===== src/verilog/synth_pll_defs.svh =====
// Constants for the synthesizer setup register bank
`ifndef SYNTH_PLL_DEFS_SVH
`define SYNTH_PLL_DEFS_SVH

// Register indices and address bit positions
`define SETUP_INDEX       6'h03
`define RATIOS_INDEX      6'h04
`define STATUS_INDEX      6'h10
`define INDEX_LSB         2
`define INDEX_MSB         7
`define ADDR_MSB          11

// Reset values
`define SETUP_RESET       32'h698c0000
`define RATIOS_RESET      32'h00c00080
`define STATUS_RESET      32'h00000000

// Setup register fields
`define DIV_SEL_MSB       31
`define DIV_SEL_LSB       29
`define BAND_BIT          28
`define BUFFER_BIT        24
`define XTAL_MSB          20
`define XTAL_LSB          19
`define PUMP_BIT          9
`define INT_MODE_BIT      3
`define POWER_SAVE_BIT    2

// Ratio register fields
`define FB_MSB            27
`define FB_LSB            13
`define REF_MSB           12
`define REF_LSB           3

// Status register fields
`define STAT_DIV_RSVD_BIT 0
`define STAT_XTAL_RSVD_BIT 1

// Field codes
`define DIV_X2            3'h0
`define DIV_QUARTER       3'h1
`define DIV_HALF          3'h2
`define DIV_X1            3'h3
`define DIV_X4            3'h4
`define XTAL_NORMAL       2'h1
`define XTAL_HIGH         2'h3

// Bus encodings
`define HTRANS_NONSEQ_BIT 1
`define HSIZE_WORD        3'h2
`define HRESP_OKAY        1'b0

`endif


===== src/verilog/synth_pll_pkg.sv =====
// Types for the synthesizer setup register bank
package synth_pll_pkg;

  // Output clock ratio, one-hot, reserved codes in their own flag
  typedef struct packed {
    logic times_two;
    logic quarter;
    logic half;
    logic times_one;
    logic times_four;
    logic reserved;
  } clock_ratio_t;

  // Settings handed to the analog synthesizer
  typedef struct packed {
    logic [2:0]   clock_out_divide_sel;
    clock_ratio_t clock_ratio;
    logic         osc_band_select;
    logic         clock_buffer_on;
    logic [1:0]   crystal_drive_current;
    logic         crystal_drive_high;
    logic         crystal_drive_reserved;
    logic         charge_pump_current_sel;
    logic         integer_n_mode;
    logic         synth_power_save;
    logic [14:0]  feedback_integer_ratio;
    logic [9:0]   reference_ratio;
  } synth_ctrl_t;

  // AHB-Lite request side
  typedef struct packed {
    logic        hsel;
    logic [31:0] haddr;
    logic [1:0]  htrans;
    logic        hwrite;
    logic [2:0]  hsize;
    logic        hready;
  } ahb_req_t;

endpackage


===== src/verilog/synth_pll_config_regs.sv =====
// Synthesizer setup register bank behind an AHB-Lite slave
`include "synth_pll_defs.svh"

module synth_pll_config_regs (
  // Clock and reset
  input  wire logic                      core_clk,
  input  wire logic                      resetn,
  // AHB-Lite slave
  input  wire synth_pll_pkg::ahb_req_t   ahb_req,
  input  wire logic [31:0]               hwdata,
  output logic                           hreadyout,
  output logic                           hresp,
  output logic [31:0]                    hrdata,
  // Synthesizer controls
  output synth_pll_pkg::synth_ctrl_t     synth_ctrl
);
  import synth_pll_pkg::*;

  logic [31:0] synth_setup;
  logic [31:0] synth_divider_ratios;
  logic        write_pending;
  logic [5:0]  write_index;

  // Address phase decode
  function automatic logic index_hit(input logic [31:0] addr, input logic [5:0] idx);
    index_hit = (addr[`ADDR_MSB:`INDEX_MSB+1] == '0) &&
                (addr[`INDEX_MSB:`INDEX_LSB] == idx) &&
                (addr[`INDEX_LSB-1:0] == 2'h0);
  endfunction

  wire logic       phase_valid = ahb_req.hsel && ahb_req.hready &&
                                 ahb_req.htrans[`HTRANS_NONSEQ_BIT];
  wire logic       word_size   = (ahb_req.hsize == `HSIZE_WORD);
  wire logic       in_window   = (ahb_req.haddr[31:`ADDR_MSB+1] == '0);
  wire logic [5:0] addr_index  = in_window && index_hit(ahb_req.haddr,
                                   ahb_req.haddr[`INDEX_MSB:`INDEX_LSB]) ?
                                   ahb_req.haddr[`INDEX_MSB:`INDEX_LSB] : 6'h3f;
  wire logic       start_write = phase_valid && ahb_req.hwrite && word_size;
  wire logic       start_read  = phase_valid && !ahb_req.hwrite;

  // Data phase write strobes
  wire logic write_setup  = write_pending && (write_index == `SETUP_INDEX);
  wire logic write_ratios = write_pending && (write_index == `RATIOS_INDEX);

  // Register contents with the write in flight forwarded
  wire logic [31:0] setup_now  = write_setup  ? hwdata : synth_setup;
  wire logic [31:0] ratios_now = write_ratios ? hwdata : synth_divider_ratios;

  // Status shows reserved codes currently programmed
  wire logic div_reserved  = (setup_now[`DIV_SEL_MSB:`DIV_SEL_LSB] > `DIV_X4);
  wire logic xtal_reserved = (setup_now[`XTAL_MSB:`XTAL_LSB] != `XTAL_NORMAL) &&
                             (setup_now[`XTAL_MSB:`XTAL_LSB] != `XTAL_HIGH);
  logic [31:0] status_now;
  always_comb begin
    status_now = `STATUS_RESET;
    status_now[`STAT_DIV_RSVD_BIT]  = div_reserved;
    status_now[`STAT_XTAL_RSVD_BIT] = xtal_reserved;
  end

  // Read data select, unmapped reads give zero
  wire logic [31:0] read_mux =
    (addr_index == `SETUP_INDEX)  ? setup_now  :
    (addr_index == `RATIOS_INDEX) ? ratios_now :
    (addr_index == `STATUS_INDEX) ? status_now : 32'h00000000;

  // Decoded next control values
  wire logic [2:0] div_code  = setup_now[`DIV_SEL_MSB:`DIV_SEL_LSB];
  wire logic [1:0] xtal_code = setup_now[`XTAL_MSB:`XTAL_LSB];
  synth_ctrl_t next_synth_ctrl;
  always_comb begin
    next_synth_ctrl                          = '0;
    next_synth_ctrl.clock_out_divide_sel     = div_code;
    next_synth_ctrl.clock_ratio.times_two    = (div_code == `DIV_X2);
    next_synth_ctrl.clock_ratio.quarter      = (div_code == `DIV_QUARTER);
    next_synth_ctrl.clock_ratio.half         = (div_code == `DIV_HALF);
    next_synth_ctrl.clock_ratio.times_one    = (div_code == `DIV_X1);
    next_synth_ctrl.clock_ratio.times_four   = (div_code == `DIV_X4);
    next_synth_ctrl.clock_ratio.reserved     = div_reserved;
    next_synth_ctrl.osc_band_select          = setup_now[`BAND_BIT];
    next_synth_ctrl.clock_buffer_on          = setup_now[`BUFFER_BIT];
    next_synth_ctrl.crystal_drive_current    = xtal_code;
    next_synth_ctrl.crystal_drive_high       = (xtal_code == `XTAL_HIGH);
    next_synth_ctrl.crystal_drive_reserved   = xtal_reserved;
    next_synth_ctrl.charge_pump_current_sel  = setup_now[`PUMP_BIT];
    next_synth_ctrl.integer_n_mode           = setup_now[`INT_MODE_BIT];
    next_synth_ctrl.synth_power_save         = setup_now[`POWER_SAVE_BIT];
    next_synth_ctrl.feedback_integer_ratio   = ratios_now[`FB_MSB:`FB_LSB];
    next_synth_ctrl.reference_ratio          = ratios_now[`REF_MSB:`REF_LSB];
  end

  // Reset value of the decoded controls
  localparam logic [31:0] SETUP_INIT  = `SETUP_RESET;
  localparam logic [31:0] RATIOS_INIT = `RATIOS_RESET;
  synth_ctrl_t reset_ctrl;
  always_comb begin
    reset_ctrl                               = '0;
    reset_ctrl.clock_out_divide_sel          = SETUP_INIT[`DIV_SEL_MSB:`DIV_SEL_LSB];
    reset_ctrl.clock_ratio.times_one         =
      (SETUP_INIT[`DIV_SEL_MSB:`DIV_SEL_LSB] == `DIV_X1);
    reset_ctrl.osc_band_select               = SETUP_INIT[`BAND_BIT];
    reset_ctrl.clock_buffer_on               = SETUP_INIT[`BUFFER_BIT];
    reset_ctrl.crystal_drive_current         = SETUP_INIT[`XTAL_MSB:`XTAL_LSB];
    reset_ctrl.crystal_drive_high            =
      (SETUP_INIT[`XTAL_MSB:`XTAL_LSB] == `XTAL_HIGH);
    reset_ctrl.charge_pump_current_sel       = SETUP_INIT[`PUMP_BIT];
    reset_ctrl.integer_n_mode                = SETUP_INIT[`INT_MODE_BIT];
    reset_ctrl.synth_power_save              = SETUP_INIT[`POWER_SAVE_BIT];
    reset_ctrl.feedback_integer_ratio        = RATIOS_INIT[`FB_MSB:`FB_LSB];
    reset_ctrl.reference_ratio               = RATIOS_INIT[`REF_MSB:`REF_LSB];
  end

  // Address phase capture
  always_ff @(posedge core_clk) begin
    if (!resetn) begin
      write_pending <= 1'b0;
      write_index   <= 6'h3f;
    end else if (ahb_req.hready) begin
      write_pending <= start_write;
      write_index   <= addr_index;
    end
  end

  // Register storage, reserved bits kept as written
  always_ff @(posedge core_clk) begin
    if (!resetn) begin
      synth_setup          <= `SETUP_RESET;
      synth_divider_ratios <= `RATIOS_RESET;
    end else begin
      synth_setup          <= setup_now;
      synth_divider_ratios <= ratios_now;
    end
  end

  // Registered bus answer, low in reset, no wait state after
  always_ff @(posedge core_clk) begin
    if (!resetn) begin
      hreadyout <= 1'b0;
      hresp     <= `HRESP_OKAY;
      hrdata    <= 32'h00000000;
    end else begin
      hreadyout <= 1'b1;
      hresp     <= `HRESP_OKAY;
      if (start_read) begin
        hrdata <= read_mux;
      end
    end
  end

  // Controls to the synthesizer
  always_ff @(posedge core_clk) begin
    if (!resetn) begin
      synth_ctrl <= reset_ctrl;
    end else begin
      synth_ctrl <= next_synth_ctrl;
    end
  end

endmodule


===== config.mk =====
export PLATFORM = sky130hd
export DESIGN_NAME = synth_pll_config_regs
export DESIGN_NICKNAME = d
export VERILOG_FILES = /design/src/verilog/synth_pll_pkg.sv /design/src/verilog/synth_pll_config_regs.sv
export VERILOG_INCLUDE_DIRS = /design/src /design/src/verilog
export SDC_FILE = /design/constraint.sdc
export NUM_CORES = 1
export LEC_CHECK = 0
export ABC_AREA = 1
export BUFFER_PORTS_ARGS = -buffer_cell sky130_fd_sc_hd__buf_2
export CAP_MARGIN = 20
export CELL_PAD_IN_SITES_DETAIL_PLACEMENT = 2
export CELL_PAD_IN_SITES_GLOBAL_PLACEMENT = 2
export CORE_MARGIN = 2
export CORE_UTILIZATION = 26
export DETAILED_ROUTE_END_ITERATION = 12
export PLACE_DENSITY = 0.8
export RECOVER_POWER = 25
export SLEW_MARGIN = 20
export SYNTH_ARGS = -nofsm -noshare
export SYNTH_HDL_FRONTEND = slang
export SYNTH_SLANG_ARGS = --single-unit

===== constraint.sdc =====
create_clock -name core_clk -period 1.8 [get_ports core_clk]
set_input_delay 0.45 -clock core_clk [delete_from_list [all_inputs] [get_ports core_clk]]
set_output_delay 0.45 -clock core_clk [all_outputs]
set_load 0.01 [all_outputs]

==> results.sh, run 1 <==
export IMPL_status="finished, final reports clean"
export IMPL_pin_count=151
export IMPL_grt_start_max_net_pins=43
export IMPL_yosysWarnings=0
export IMPL_netlist_area_sq_um=5320
export IMPL_finalSetupViolations=0
export IMPL_cts_clk_slew_worst_paths_ns=0.07
export IMPL_cts_htree_levels=3
export IMPL_avgSynthCellArea_sq_um=7.42
export IMPL_yosys_area_top_type_share=0.421
export IMPL_crit_path_end_kind="register"
export IMPL_synth_edff_count=0
export IMPL_final_cell_area_sq_um=7000
export IMPL_dieWidth_um=147
export IMPL_final_period_utilization=0.984
export IMPL_leakagePower_uw=0.00340
export IMPL_root_buffer="clkbuf_16"
export IMPL_antenna_found_initial=0
export IMPL_overflow=0
export IMPL_start_util=0.264
export IMPL_regArea_sq_um=2240
export IMPL_grt_setup_unrepaired="yes"
export IMPL_syn_inst=717
export IMPL_cts_tree="done"
export IMPL_worstSetupStartpointType="input pin"
export IMPL_fillers=2407
export IMPL_place_hpwl_um=12200
export IMPL_yosysMostFrequentCell="nand2_1"
export IMPL_wl_per_cell_um=15.9
export IMPL_synth_compound_area_frac=0.113
export IMPL_synthTopCellsByCount="nand2_1 (157), dfxtp_1 (112), inv_1 (83)"
export IMPL_via_count=5043
export IMPL_die_y_um=147
export IMPL_finClkSkew_ns=0.0112
export IMPL_max_freq_ghz=0.565
export IMPL_drt_iter0_markers=154
export IMPL_coreArea_sq_um=20200
export IMPL_yosys_area_top_type="dfxtp_1"
export IMPL_clk_latency_ns=0.36
export IMPL_crit_path_max_fanout=6
export IMPL_area_growth_pct=31.5
export IMPL_peakVddDrop_mv=0.427
export IMPL_ys_types=36
export IMPL_crit_required_ns=2.10
export IMPL_synthAdderAreaFrac=0
export IMPL_ys_seq_area_frac=0.421
export IMPL_syn_nets=791
export IMPL_nets=932
export IMPL_hold_path_class="in -> reg"
export IMPL_place_gp_congestion=0.744
export IMPL_routed_wl_um=18100
export IMPL_synth_xor_area_share=0
export IMPL_cts_sinks=112
export IMPL_rows=52
export IMPL_drive_gt1_frac=0.278
export IMPL_powerDensity_nw_per_um2=668
export IMPL_multi_input_comb_area_sq_um=2410
export IMPL_insertedDiodeCount=0
export IMPL_fp_dieArea_sq_um=21600
export IMPL_synth_mux_area_frac=0.0477
export IMPL_min_period_ns=1.77
export IMPL_hold_ws_ns=0.368
export IMPL_slew_violations=0
export IMPL_arrival_ns=2.07
export IMPL_grt_pass1_wl_um=26900
export IMPL_placed_area_sq_um=6410
export IMPL_ant_nets=0
export IMPL_holdBufCountCts=0
export IMPL_synth_top_family_by_area="simple AND/OR/NAND/NOR gates"
export IMPL_yosys_top_cells_area="dfxtp_1 (42%), nand2_1 (11%), buf_4 (5.9%), inv_1 (5.9%), nor2_1 (5.5%)"
export IMPL_cts_buffers=9
export IMPL_grtUsageTotal=0.157
export IMPL_path_class="in -> reg"
export IMPL_ys_ff_latch=112
export IMPL_drc_errors=0
export IMPL_synth_async_reset_ratio=0
export IMPL_hold_viol_final=0
export IMPL_maxCapViolations=0
export IMPL_portBuffers=148
export IMPL_synth_ff_type="dfxtp_1"
export IMPL_vias_per_cell=4.45
export IMPL_grt_pass1_vias=5191
export IMPL_synthSimpleGateAreaFrac=0.268
export IMPL_drt_pass1_iterations=4
export IMPL_ctsLongestPathBuffers=2
==> routing by layer <==
layer	part of all wire	up-vias	GRT usage
li1	-	2496	-
met1	0.45	2444	0.189
met2	0.51	88	0.285
met3	0.034	15	0.0311
met4	0.014	0	0.0466
met5	0	-	0
==> final timing paths <==
| path | start | to | slack, ns | cells past startpoint |
|---|---|---|---|---|
| worst max-delay path | ahb_req[26] | hrdata[19]$_SDFFE_PN0P_ | 0.03 | 13 |
| worst min-delay path | hwdata[5] | synth_setup[5]$_SDFF_PN0_ | 0.37 | 3 |
| worst max register to register | write_index[4]$_SDFFE_PN1P_ | hrdata[0]$_SDFFE_PN0P_ | 0.04 | 10 |
| worst min register to register | hrdata[14]$_SDFFE_PN0P_ | hrdata[14]$_SDFFE_PN0P_ | 0.47 | 2 |
==> critical path, stage by stage <==
cell       delay (ns)
buf_2            0.09
or2_1            0.22
nor2_2           0.09
nand2_2          0.08
nor2_4           0.16
buf_6            0.16
nand3_2          0.10
nor2_4           0.21
clkbuf_16        0.18
nand3_1          0.07
nand2_1          0.08
nand2_1          0.05
a21oi_1          0.11
==> registers in the layout (all words and copies together) (netlist names) <==
signal,cells
hrdata,32
hreadyout,1
synth_ctrl,8
synth_divider_ratios,32
synth_setup,32
write_index,6
write_pending,1
==> where the power goes <==
part,total [uW],internal (uW),switching (uW)
sequential,2480,2480,3.69
combinational,231,94.1,137
clock,1960,984,972
total,4670,3560,1110
==> logic make-up after synthesis <==
| kind of cell | count (synthesis) |
|---|---|
| and+or+nand+nor | 321 |
| buffers and inverters | 160 |
| DFF | 112 |
| AOI/OAI and AO/OA | 98 |
| muxes | 25 |
| other | 1 |
==> repair_timing <==
| action | CTS | global route |
|---|---|---|
| setup endpoints to repair | 23 | 35 |
| setup buffers | 1 | 8 |
| cloned | 0 | 5 |
| pin swaps | 0 | 5 |
| gates resized for setup | 6 | 35 |
==> metrics by stage <==
stage | setup slack, ns | TNS (ns) | power, uW | std cells | util
final | 0.0295 | 0 | 4670 | 1133 | 0.347
after global routing | -0.0540 | -1.13 | 4860 | 1133 | 0.347
after CTS | 0.00790 | 0 | 4750 | 1120 | 0.333
after detailed placement | -0.419 | -11.30 | 2770 | 1103 | 0.318
after global placement | -0.350 | -9.53 | 2770 | 1103 | 0.318
after floorplan | -0.0433 | -0.395 | 2630 | 717 | -
==> cell usage in the layout (no fill, tap or decap), types with 3 or more instances in the layout <==
master | Yosys | final
nor2_2 | 2 | 3
nor3_1 | 4 | 4
nor2_1 | 78 | 74
nand2_1 | 157 | 156
o21ai_0 | 8 | 6
nor2_4 | 2 | 5
mux2i_1 | 22 | 20
dfxtp_1 | 112 | 110
nand3_4 | 1 | 3
or2_2 | 7 | 7
o21a_1 | 29 | 29
nand3b_1 | 8 | 8
a21oi_1 | 48 | 40
buf_4 | 42 | 29
nand3_2 | 2 | 3
inv_1 | 83 | 81
clkbuf_16 | 0 | 14
o21ai_1 | 3 | 5
clkinv_2 | 1 | 3
nand3_1 | 50 | 47
a21oi_2 | 10 | 18
clkbuf_1 | 22 | 38
buf_12 | 0 | 14
buf_2 | 5 | 114
buf_6 | 4 | 5
mux2_2 | 3 | 3
==> layout make-up <==
class,instances,share of cell area
clock buffer,12,0.0352
clock inverter,4,0.00429
inverter,86,0.0472
multi-input combinational,445,0.344
sequential,112,0.321
tap,270,0.0483
timing repair buffer,204,0.200
(Power assumes the default switching activity.)
==> run 2, diff against run 1 <==
--- a/config.mk
+++ b/config.mk
@@ -16,6 +16,7 @@
 export DETAILED_ROUTE_END_ITERATION = 12
 export PLACE_DENSITY = 0.8
 export RECOVER_POWER = 25
+export REMOVE_ABC_BUFFERS = 1
 export SLEW_MARGIN = 20
 export SYNTH_ARGS = -nofsm -noshare
 export SYNTH_HDL_FRONTEND = slang
==> run 2 against run 1 <==
Compared with the run above: sequential cell count stayed put; utilization is 0.31 points lower; clock skew is 0.0031 ns lower; cell area is 0.89% lower; first-iteration DRC count is 20% higher; combinational power is 6% higher; die area stayed put.
==> results.sh, run 2 (synthesis results as in run 1) <==
export IMPL_routed_wl_um=17200
export IMPL_fillers=2409
export IMPL_powerDensity_nw_per_um2=699
export IMPL_max_freq_ghz=0.568
export IMPL_holdBufCountCts=0
export IMPL_drive_gt1_frac=0.324
export IMPL_final_period_utilization=0.978
export IMPL_place_gp_congestion=0.728
export IMPL_wl_per_cell_um=15.3
export IMPL_crit_path_max_fanout=6
export IMPL_place_inst=1103
export IMPL_nets=921
export IMPL_hold_path_class="in -> reg"
export IMPL_cts_sinks=112
export IMPL_hp_start="resetn"
export IMPL_peakVddDrop_mv=0.476
export IMPL_root_buffer="clkbuf_16"
export IMPL_drt_pass1_iterations=4
export IMPL_grtUsageTotal=0.160
export IMPL_dieWidth_um=147
export IMPL_r2r_start="write_index[4]$_SDFFE_PN1P_"
export IMPL_ant_nets=0
export IMPL_grt_start_max_net_pins=34
export IMPL_arrival_ns=2.05
export IMPL_power_uw=4840
export IMPL_crit_required_ns=2.09
export IMPL_vias_per_cell=4.44
export IMPL_worstSetupStartpointType="input pin"
export IMPL_cts_clk_slew_worst_paths_ns=0.07
export IMPL_top_regs="hrdata x32, synth_divider_ratios x32, synth_setup x32"
export IMPL_antenna_found_initial=0
export IMPL_hold_viol_final=0
export IMPL_path_class="in -> reg"
export IMPL_fp_dieArea_sq_um=21600
export IMPL_finalSetupViolations=0
export IMPL_clk_latency_ns=0.36
export IMPL_via_count=4979
export IMPL_cts_buffers=9
export IMPL_min_to="hreadyout$_DFF_P_"
export IMPL_setup_slack_ns=0.0396
export IMPL_grt_pass1_vias=5305
export IMPL_multi_input_comb_area_sq_um=2430
export IMPL_pin_count=151
export IMPL_drc_errors=0
export IMPL_overflow=0
export IMPL_slew_violations=0
export IMPL_grt_pass1_wl_um=27300
export IMPL_stdcell_count=1122
export IMPL_die_y_um=147
export IMPL_maxCapViolations=0
export IMPL_place_ws_ns=-0.413
export IMPL_finClkSkew_ns=0.00807
export IMPL_cts_tree="done"
export IMPL_status="finished, final reports clean"
export IMPL_start_util=0.264
export IMPL_leakagePower_uw=0.00347
export IMPL_coreArea_sq_um=20200
export IMPL_most_common_layout_cells="nand2_1 (155), buf_2 (143), dfxtp_1 (112), inv_1 (81), nor2_1 (66)"
export IMPL_min_period_ns=1.76
export IMPL_crit_path_end_kind="register"
export IMPL_regArea_sq_um=2240
export IMPL_final_cell_area_sq_um=6930
export IMPL_grt_setup_unrepaired="yes"
export IMPL_whs_path_depth=1
export IMPL_postLayoutCoreUtil=0.344
export IMPL_place_hpwl_um=12500
export IMPL_drt_iter0_markers=185
export IMPL_final_common_cell="nand2_1"
export IMPL_rows=52
export IMPL_area_growth_pct=30.3
export IMPL_ctsLongestPathBuffers=2
export IMPL_cts_htree_levels=3
export IMPL_portBuffers=148
export IMPL_insertedDiodeCount=0
export IMPL_placed_area_sq_um=6390
export IMPL_r2r_end="hrdata[4]$_SDFFE_PN0P_"
export IMPL_r2r_cells=10
export IMPL_r2r_setup_slack_ns=0.11
==> run 2: cell types whose count changed in the layout (fill, tap and decap cells not counted), sizes merged <==
cell	delta
clkinvlp	-1
clkbuf	-40
buf	+29
bufinv	+1
==> run 2: repair_timing <==
| action | CTS | global route |
|---|---|---|
| resized for setup | 4 | 46 |
| endpoints found under the setup margin | 12 | 33 |
| buffers inserted | 0 | 2 |
| gates cloned | 0 | 1 |
| pin swaps | 0 | 24 |
==> run 2: cell type report <==
cell class / count / share of cell area
multi-input cells: 445 / 0.351
flip-flops and latches: 112 / 0.323
repair buffers: 193 / 0.185
well taps: 270 / 0.0487
inverters: 86 / 0.0476
clock buffers: 12 / 0.0370
clock inverters: 4 / 0.00758
==> run 2: critical path: stages <==
cell	delay (ns)
buf_6	0.09
or2_1	0.23
nor2_2	0.10
nand2_2	0.08
nor2_4	0.16
buf_6	0.16
nand3_4	0.10
nor2_8	0.20
clkbuf_16	0.18
nand3_2	0.05
nand2_1	0.06
nand2_1	0.07
a21oi_2	0.12
==> run 2: worst max-delay path by stage <==
stage | start | endpoint | depth (start not counted)
floorplan | ahb_req[6] | hrdata[10]$_SDFFE_PN0P_ | 6
global placement | ahb_req[23] | hrdata[26]$_SDFFE_PN0P_ | 13
detailed placement | ahb_req[23] | hrdata[4]$_SDFFE_PN0P_ | 13
CTS | write_index[0]$_SDFFE_PN1P_ | hrdata[0]$_SDFFE_PN0P_ | 10
global route | ahb_req[28] | hrdata[28]$_SDFFE_PN0P_ | 14
finish | ahb_req[26] | hrdata[3]$_SDFFE_PN0P_ | 13
==> run 2: layer usage <==
layer  share of wire  track usage  wire length, um  vias to the layer above
met5               0            0                0                        -
met1            0.43        0.191             7430                     2427
met3           0.034       0.0317              576                       12
met2            0.52        0.293             8990                       71
met4           0.010       0.0380              172                        0
li1                -            -                -                     2469
==> run 2: through the flow <==
| stage | TNS [ns] | hold slack, ns |
|---|---|---|
| after floorplan | -54.17 | 0.438 |
| after global placement | -10.31 | 0.451 |
| after detailed placement | -11.00 | 0.453 |
| after CTS | -0.0308 | 0.330 |
| after global routing | -1.43 | 0.336 |
| final | 0 | 0.338 |
==> run 2: power by group <==
group          internal, uW  leakage (uW)  switching [uW]
clock                  1160      0.000153             955
combinational           106       0.00241             139
sequential             2480      0.000903            3.31
